==> config.mk <==
export PLATFORM = sky130hd
export DESIGN_NAME = accel_config_register_bank
export DESIGN_NICKNAME = d
export VERILOG_FILES = /design/src/accel_cfg_pkg.sv /design/src/accel_config_register_bank.sv
export SDC_FILE = /design/constraint.sdc
export NUM_CORES = 1
export LEC_CHECK = 0
export ABC_AREA = 0
export CAP_MARGIN = 20
export CORE_MARGIN = 3
export CORE_UTILIZATION = 61
export DETAILED_ROUTE_END_ITERATION = 8
export DONT_BUFFER_PORTS = 1
export GPL_TIMING_DRIVEN = 0
export PLACE_DENSITY = 0.77
export SLEW_MARGIN = 20
export SYNTH_ARGS = -nofsm -noshare
export SYNTH_HDL_FRONTEND = slang
export SYNTH_SLANG_ARGS = --single-unit
==> constraint.sdc <==
create_clock -name mclk_i -period 3.3 [get_ports mclk_i]
set_input_delay 0.165 -clock mclk_i [delete_from_list [all_inputs] [get_ports mclk_i]]
set_output_delay 0.165 -clock mclk_i [all_outputs]
set_load 0.01 [all_outputs]
==> src/accel_cfg_pkg.sv <==
// Function
// Feature port 0x5E read/write, passes accesses through
// Error bit 1 on overrun, processing halts
// Error bit 2 on fatal error, processing halts
// Bit 1 of 0x6A permits nonvolatile programming
// Interface bit 0 selects three-wire SPI
// Interface bit 4 enables auxiliary magnetometer master
// Self-test bit 0 enables excitation, resets zero
// Self-test bit 2 selects excitation polarity
// Self-test bit 3 selects deflection amplitude
// Bit 0 of 0x70 chooses SPI over I2C
// Bit 1 of 0x70 selects watchdog period
// Bit 2 of 0x70 enables I2C watchdog
// Bit 3 of 0x70 enables axis offsets
// X offset byte at 0x71, resets zero
// Y offset byte at 0x72, resets zero
// Bits of 0x70 backed by nonvolatile storage
// Program command copies backed registers to storage
// Primary interface starts in I2C mode
// Reserved bits read zero, ignore writes
// Watchdog expiry releases line, idles I2C slave
package accel_cfg_pkg;
   // ==========================================================
   // Register offsets and command codes
   localparam logic [7:0] FEAT_ADDR    = 8'h5E;
   localparam logic [7:0] ERR_ADDR     = 8'h5F;
   localparam logic [7:0] NVP_ADDR     = 8'h6A;
   localparam logic [7:0] IFC_ADDR     = 8'h6B;
   localparam logic [7:0] STC_ADDR     = 8'h6D;
   localparam logic [7:0] NVC_ADDR     = 8'h70;
   localparam logic [7:0] XOFF_ADDR    = 8'h71;
   localparam logic [7:0] YOFF_ADDR    = 8'h72;
   localparam logic [7:0] CMD_ADDR     = 8'h7E;
   localparam logic [7:0] CMD_NVM_PROG = 8'hA0;
   // ==========================================================
   // Field positions, writable masks, reset values
   localparam int         ERR_OVR_BIT  = 1;
   localparam int         ERR_FAT_BIT  = 2;
   localparam int         NVP_EN_BIT   = 1;
   localparam int         IFC_3W_BIT   = 0;
   localparam int         IFC_AUX_BIT  = 4;
   localparam int         ST_EN_BIT    = 0;
   localparam int         ST_SIGN_BIT  = 2;
   localparam int         ST_AMP_BIT   = 3;
   localparam int         NVC_SPI_BIT  = 0;
   localparam int         NVC_WSEL_BIT = 1;
   localparam int         NVC_WEN_BIT  = 2;
   localparam int         NVC_OFF_BIT  = 3;
   localparam logic [7:0] NVP_MASK     = 8'h02;
   localparam logic [7:0] IFC_MASK     = 8'h11;
   localparam logic [7:0] STC_MASK     = 8'h0D;
   localparam logic [7:0] NVC_MASK     = 8'h0F;
   localparam logic [7:0] REG_RESET    = 8'h00;
   localparam int         IMAGE_W      = 20;
   // ==========================================================
   // Watchdog timing
   localparam int         CLK_PERIOD_NS = 40;
   localparam int         WDT_SHORT_NS  = 1250000;
   localparam int         WDT_LONG_NS   = 40000000;
   localparam int         WDT_SHORT_CYC = WDT_SHORT_NS / CLK_PERIOD_NS;
   localparam int         WDT_LONG_CYC  = WDT_LONG_NS / CLK_PERIOD_NS;
   localparam int         WDT_W         = 20;
endpackage

==> src/accel_config_register_bank.sv <==
`timescale 1ns/100ps
module accel_config_register_bank #(
   parameter int WDT_SHORT = accel_cfg_pkg::WDT_SHORT_CYC,
   parameter int WDT_LONG  = accel_cfg_pkg::WDT_LONG_CYC
) (
   input  wire logic        mclk_i,
   input  wire logic        rst_n_i,
   // Register access from the primary serial front end
   input  wire logic        reg_wr_i,
   input  wire logic        reg_rd_i,
   input  wire logic [7:0]  reg_addr_i,
   input  wire logic [7:0]  reg_wdata_i,
   output logic      [7:0]  reg_rdata_o,
   // Feature configuration storage
   input  wire logic [7:0]  feat_rdata_i,
   output logic             feat_wr_o,
   output logic             feat_rd_o,
   output logic      [7:0]  feat_wdata_o,
   // Processing engine
   input  wire logic        proc_overrun_i,
   input  wire logic        proc_fatal_i,
   output logic             proc_halt_o,
   // Nonvolatile controller
   input  wire logic        nvm_load_i,
   input  wire logic [19:0] nvm_load_data_i,
   input  wire logic        nvm_busy_i,
   output logic             nvm_prog_en_o,
   output logic             nvm_prog_o,
   output logic      [19:0] nvm_image_o,
   // Interface configuration
   input  wire logic        i2c_mode_i,
   input  wire logic        sda_low_i,
   output logic             three_wire_select_o,
   output logic             aux_mag_o,
   output logic             spi_en_o,
   output logic             wdt_expire_o,
   // Self-test and offsets
   output logic             selftest_en_o,
   output logic             selftest_pos_o,
   output logic             selftest_high_o,
   output logic             offset_en_o,
   output logic      [7:0]  x_offset_o,
   output logic      [7:0]  y_offset_o
);

   // ==========================================================
   // Types and state
   typedef enum logic [1:0] {
      NV_IDLE = 2'b01,
      NV_PROG = 2'b10
   } nv_state_t;

   nv_state_t              nv_state_q;
   nv_state_t              nv_state_d;
   logic       [7:0]       feat_q;
   logic       [7:0]       feat_d;
   logic       [7:0]       err_q;
   logic       [7:0]       err_d;
   logic       [7:0]       nvp_q;
   logic       [7:0]       nvp_d;
   logic       [7:0]       ifc_q;
   logic       [7:0]       ifc_d;
   logic       [7:0]       stc_q;
   logic       [7:0]       stc_d;
   logic       [7:0]       nvc_q;
   logic       [7:0]       nvc_d;
   logic       [7:0]       xoff_q;
   logic       [7:0]       xoff_d;
   logic       [7:0]       yoff_q;
   logic       [7:0]       yoff_d;
   logic       [7:0]       rdata_q;
   logic       [7:0]       rdata_d;
   logic                   feat_wr_q;
   logic                   feat_wr_d;
   logic                   feat_rd_q;
   logic                   feat_rd_d;
   logic                   prog_q;
   logic                   prog_d;
   logic       [19:0]      image_q;
   logic       [19:0]      image_d;
   logic       [19:0]      wdt_cnt_q;
   logic       [19:0]      wdt_cnt_d;
   logic                   wdt_exp_q;
   logic                   wdt_exp_d;
   logic                   halt_q;
   logic                   halt_d;
   logic                   prog_cmd;
   logic       [19:0]      wdt_limit;

   // ==========================================================
   // Register file
   always_comb begin
      feat_d    = feat_q;
      err_d     = err_q;
      nvp_d     = nvp_q;
      ifc_d     = ifc_q;
      stc_d     = stc_q;
      nvc_d     = nvc_q;
      xoff_d    = xoff_q;
      yoff_d    = yoff_q;
      feat_wr_d = 1'b0;
      feat_rd_d = 1'b0;
      // Error flags are sticky until reset
      if (proc_overrun_i) begin
         err_d[accel_cfg_pkg::ERR_OVR_BIT] = 1'b1;
      end
      if (proc_fatal_i) begin
         err_d[accel_cfg_pkg::ERR_FAT_BIT] = 1'b1;
      end
      halt_d    = err_d[accel_cfg_pkg::ERR_OVR_BIT] | err_d[accel_cfg_pkg::ERR_FAT_BIT];
      // Restore of the backed bits from storage
      if (nvm_load_i) begin
         nvc_d  = {4'h0, nvm_load_data_i[3:0]};
         xoff_d = nvm_load_data_i[11:4];
         yoff_d = nvm_load_data_i[19:12];
      end
      if (reg_wr_i) begin
         case (reg_addr_i)
            accel_cfg_pkg::FEAT_ADDR: begin
               feat_d    = reg_wdata_i;
               feat_wr_d = 1'b1;
            end
            accel_cfg_pkg::NVP_ADDR: begin
               nvp_d = reg_wdata_i & accel_cfg_pkg::NVP_MASK;
            end
            accel_cfg_pkg::IFC_ADDR: begin
               ifc_d = reg_wdata_i & accel_cfg_pkg::IFC_MASK;
            end
            accel_cfg_pkg::STC_ADDR: begin
               stc_d = reg_wdata_i & accel_cfg_pkg::STC_MASK;
            end
            accel_cfg_pkg::NVC_ADDR: begin
               nvc_d = reg_wdata_i & accel_cfg_pkg::NVC_MASK;
            end
            accel_cfg_pkg::XOFF_ADDR: begin
               xoff_d = reg_wdata_i;
            end
            accel_cfg_pkg::YOFF_ADDR: begin
               yoff_d = reg_wdata_i;
            end
            default: begin
            end
         endcase
      end
      if (reg_rd_i && reg_addr_i == accel_cfg_pkg::FEAT_ADDR) begin
         feat_rd_d = 1'b1;
      end
   end

   // ==========================================================
   // Read path, one cycle after the read strobe
   always_comb begin
      rdata_d = rdata_q;
      if (reg_rd_i) begin
         case (reg_addr_i)
            accel_cfg_pkg::FEAT_ADDR: rdata_d = feat_rdata_i;
            accel_cfg_pkg::ERR_ADDR:  rdata_d = err_q;
            accel_cfg_pkg::NVP_ADDR:  rdata_d = nvp_q;
            accel_cfg_pkg::IFC_ADDR:  rdata_d = ifc_q;
            accel_cfg_pkg::STC_ADDR:  rdata_d = stc_q;
            accel_cfg_pkg::NVC_ADDR:  rdata_d = nvc_q;
            accel_cfg_pkg::XOFF_ADDR: rdata_d = xoff_q;
            accel_cfg_pkg::YOFF_ADDR: rdata_d = yoff_q;
            default:                  rdata_d = 8'h00;
         endcase
      end
   end

   // ==========================================================
   // Nonvolatile program sequencer
   assign prog_cmd = reg_wr_i && reg_addr_i == accel_cfg_pkg::CMD_ADDR
                     && reg_wdata_i == accel_cfg_pkg::CMD_NVM_PROG;

   always_comb begin
      nv_state_d = nv_state_q;
      prog_d     = 1'b0;
      image_d    = image_q;
      case (nv_state_q)
         NV_IDLE: begin
            if (prog_cmd && nvp_q[accel_cfg_pkg::NVP_EN_BIT]) begin
               prog_d     = 1'b1;
               image_d    = {yoff_q, xoff_q, nvc_q[3:0]};
               nv_state_d = NV_PROG;
            end
         end
         NV_PROG: begin
            if (!prog_q && !nvm_busy_i) begin
               nv_state_d = NV_IDLE;
            end
         end
         default: nv_state_d = NV_IDLE;
      endcase
   end

   // ==========================================================
   // I2C data line watchdog
   assign wdt_limit = nvc_q[accel_cfg_pkg::NVC_WSEL_BIT] ? WDT_LONG[19:0]
                                                         : WDT_SHORT[19:0];

   always_comb begin
      wdt_cnt_d = 20'h00000;
      wdt_exp_d = 1'b0;
      if (nvc_q[accel_cfg_pkg::NVC_WEN_BIT] && i2c_mode_i && sda_low_i) begin
         if (wdt_cnt_q >= wdt_limit - 20'h00001) begin
            wdt_exp_d = 1'b1;
         end else begin
            wdt_cnt_d = wdt_cnt_q + 20'h00001;
         end
      end
   end

   // ==========================================================
   // State registers
   always_ff @(posedge mclk_i) begin
      if (!rst_n_i) begin
         nv_state_q <= NV_IDLE;
         feat_q     <= accel_cfg_pkg::REG_RESET;
         err_q      <= accel_cfg_pkg::REG_RESET;
         nvp_q      <= accel_cfg_pkg::REG_RESET;
         ifc_q      <= accel_cfg_pkg::REG_RESET;
         stc_q      <= accel_cfg_pkg::REG_RESET;
         nvc_q      <= accel_cfg_pkg::REG_RESET;
         xoff_q     <= accel_cfg_pkg::REG_RESET;
         yoff_q     <= accel_cfg_pkg::REG_RESET;
         rdata_q    <= 8'h00;
         feat_wr_q  <= 1'b0;
         feat_rd_q  <= 1'b0;
         prog_q     <= 1'b0;
         image_q    <= 20'h00000;
         wdt_cnt_q  <= 20'h00000;
         wdt_exp_q  <= 1'b0;
         halt_q     <= 1'b0;
      end else begin
         nv_state_q <= nv_state_d;
         feat_q     <= feat_d;
         err_q      <= err_d;
         nvp_q      <= nvp_d;
         ifc_q      <= ifc_d;
         stc_q      <= stc_d;
         nvc_q      <= nvc_d;
         xoff_q     <= xoff_d;
         yoff_q     <= yoff_d;
         rdata_q    <= rdata_d;
         feat_wr_q  <= feat_wr_d;
         feat_rd_q  <= feat_rd_d;
         prog_q     <= prog_d;
         image_q    <= image_d;
         wdt_cnt_q  <= wdt_cnt_d;
         wdt_exp_q  <= wdt_exp_d;
         halt_q     <= halt_d;
      end
   end

   // ==========================================================
   // Outputs
   assign reg_rdata_o         = rdata_q;
   assign feat_wr_o           = feat_wr_q;
   assign feat_rd_o           = feat_rd_q;
   assign feat_wdata_o        = feat_q;
   assign proc_halt_o         = halt_q;
   assign nvm_prog_en_o       = nvp_q[accel_cfg_pkg::NVP_EN_BIT];
   assign nvm_prog_o          = prog_q;
   assign nvm_image_o         = image_q;
   assign three_wire_select_o = ifc_q[accel_cfg_pkg::IFC_3W_BIT];
   assign aux_mag_o           = ifc_q[accel_cfg_pkg::IFC_AUX_BIT];
   assign spi_en_o            = nvc_q[accel_cfg_pkg::NVC_SPI_BIT];
   assign wdt_expire_o        = wdt_exp_q;
   assign selftest_en_o       = stc_q[accel_cfg_pkg::ST_EN_BIT];
   assign selftest_pos_o      = stc_q[accel_cfg_pkg::ST_SIGN_BIT];
   assign selftest_high_o     = stc_q[accel_cfg_pkg::ST_AMP_BIT];
   assign offset_en_o         = nvc_q[accel_cfg_pkg::NVC_OFF_BIT];
   assign x_offset_o          = xoff_q;
   assign y_offset_o          = yoff_q;
endmodule

==> results.cfg <==
[drt]
drc = 0
drtIter0Drc = 173
wl_per_cell_um = 20.0
drt-total-wl_um = 11900
via_count = 3586
drtPass1Iterations = 4
ant_nets = 0
via_per_inst = 6.05

[pwr]
power.density_nw_per_um2 = 431
ir_drop_mv = 0.209
p_leak_nw = 1.92
report.power.total_w = 0.00212

[worst_hold_path]
hp-class = input pin to register

[global_route]
grt_pass1_wl_um = 19100
antenna_found_initial = 1
grt_pass1_vias = 3624
grt_max_degree = 15
track_usage_pct = 28.8
grt_overflow = 0

[clock_tree]
cts-buffers-inserted = 9
clock-root-buffer = clkbuf_8
cts.hold.buffers_added = 11
cts.repair.resized = 0
clk_pin_slew_ns = 0.09
clockBufferDepth = 2
insertion_delay_ns = 0.37
htree_num_levels = 3
post_cts_buffers = 0
cts_sinks = 95
tritoncts = done

[sta]
grt_setup_unrepaired = false
slew_headroom_pct = 28.1
fin_crit_sh_pct = 67.0
finalHoldViolations = 0
setup_tns_ns = 0
clock_skew_ns = 0.00886
max_slew.worst_pin.slew_ns = 1.07
fmax_ghz = 0.452
maxSlewViolCount = 0
finalSetupViolCount = 0
min_period_ns = 2.21

[yosys]
yosysTopAreaCell = dfxtp_1
async_reset_ff_share_pct = 0
ys_seq_area_share_pct = 42.4
synth.area.top_cells = dfxtp_1 (42%), mux2i_1 (13%), nor2b_1 (4.7%)
synth_cell_types = 57
synthesis.nets = 536
yosys_warnings = 0
synth_commonest_cells = dfxtp_1 (95), mux2i_1 (58), nand2_1 (49), nor2b_1 (34), nor2_1 (26)
synthCells = 470
syn_area_per_cell_um2 = 9.54
ys_seq_elements = 95
synth-edff-count = 0
yosysMostFrequentCell = dfxtp_1
syn_area_um2 = 4480
yosys.area.top_type_share_pct = 42.4
synth_flop_cell = dfxtp_1

[place]
portBuffers = 0
gp_congestion = 0.868
dpl.hpwl_um = 8640

[layout]
antennaDiodeCount = 0
drive_above_1_share_pct = 6.84
final_nets = 558
syn_to_final_growth_pct = 9.40

[die]
die_w_um = 91.7
floorplan.initialDensity_pct = 64.6
dieArea_um2 = 8420
ioPinCount = 119
rows = 30
dieHeight_um = 91.7
core_um2 = 6940

[run]
timing.max_cap.violations = 0

[worst_setup_path]
arrival_ns = 2.46
required_ns = 3.55
end_kind = register
worstSetupPathType = register to register
startpoint_type = register
crit_fanout = 10

[run_status]
status = finished, final reports clean
[cell usage in the layout, fill, tap and decap left out, types with 2 or more instances in the layout]
| cell | instances |
|---|---|
| nand2b_1 | 3 |
| o211ai_1 | 2 |
| a222oi_1 | 2 |
| nand2_1 | 49 |
| a2bb2oi_1 | 2 |
| or2_2 | 3 |
| a21oi_1 | 13 |
| inv_1 | 6 |
| buf_2 | 4 |
| mux2i_1 | 58 |
| o211a_1 | 20 |
| o21ai_0 | 12 |
| nor3_1 | 6 |
| buf_1 | 2 |
| o21a_1 | 2 |
| xnor2_1 | 5 |
| clkbuf_1 | 18 |
| dlygate4sd3_1 | 11 |
| and2_1 | 8 |
| xor2_1 | 13 |
| nand3_1 | 20 |
| nand4b_1 | 3 |
| a21boi_0 | 3 |
| clkbuf_8 | 10 |
| a32oi_1 | 2 |
| nor4_1 | 7 |
| dfxtp_1 | 95 |
| a22o_1 | 2 |
| ha_1 | 12 |
| nor2b_1 | 34 |
| a22oi_1 | 4 |
| nand4_1 | 8 |
| nor2_1 | 26 |
| buf_4 | 4 |
[path summary, 6_finish.rpt]
check	startpoint	end	slack, ns	depth (start not counted)
setup / recovery	nvc_q[1]	wdt_cnt_q[12]	1.09	8
hold reg to reg	nvc_q[4]	nvc_q[4]	0.47	1
setup reg to reg	nvc_q[1]	wdt_cnt_q[12]	1.09	8
hold / removal	reg_addr_i[1]	feat_rd_o	0.002	2
[routing by layer]
| metal | GRT usage (%) | vias up | share of wire (%) |
|---|---|---|---|
| met5 | 0 | - | 0 |
| met4 | 11.3 | 0 | 2.4 |
| li1 | - | 1720 | - |
| met2 | 45.8 | 160 | 45 |
| met3 | 7.63 | 25 | 10 |
| met1 | 37.2 | 1681 | 42 |
[critical path: stages (launching register included)]
cell,delay (ns)
dfxtp_1,0.48
inv_1,0.24
ha_1,0.38
nand4_1,0.16
nor4_1,0.29
a21oi_1,0.12
nand4b_1,0.12
buf_2,0.24
nor2_1,0.08
[kinds of logic after synthesis]
family | Yosys count | share of synthesized area (%)
and+or+nand+nor | 183 | 22.4
DFF | 95 | 42.4
AOI/OAI and AO/OA | 72 | 12.1
muxes | 58 | 12.9
buffers and inverters | 32 | 3.29
xor gates and xnor gates | 18 | 3.52
adders and majority gates | 12 | 3.35
[report_power, final]
part / total [W] / internal, W / switching [W]
registers: 0.00120 / 0.00117 / 0.0000314
clock network: 0.000768 / 0.000371 / 0.000397
logic: 0.000151 / 0.0000684 / 0.0000828
[sequential cells by signal, indices dropped and copies added, names as in the netlist, 2 cells and up]
register      count
x_offset_o        8
err_q             2
stc_q             3
nvm_image_o      20
ifc_q             2
reg_rdata_o       8
nvc_q             8
wdt_cnt_q        20
nv_state_q        2
y_offset_o        8
feat_wdata_o      8
[per-stage QoR]
stage | instance area (um^2) | utilization, % | std cells | hold WS (ns) | worst slack, ns
after floorplan | 4480 | - | 470 | 0.289 | 1.47
after global placement | 4600 | 66.3 | 566 | 0.290 | 1.15
after detailed placement | 4600 | 66.3 | 566 | 0.296 | 1.10
after CTS | 4910 | 70.6 | 593 | 0.00226 | 1.09
after global routing | 4910 | 70.6 | 593 | 0.0190 | 0.795
final | 4910 | 70.6 | 593 | 0.00238 | 1.09
[cell type report]
cell class              instances  area, um^2
well taps                      96         120
multi-input cells             343        2430
repair buffers                 11         110
clock inverters                 3        42.5
clock buffers                  13         149
fillers                       547        2040
flip-flops and latches         95        1900
inverters                       6        22.5
plain buffers                  26         125
Power figures use the tool's default switching activity.
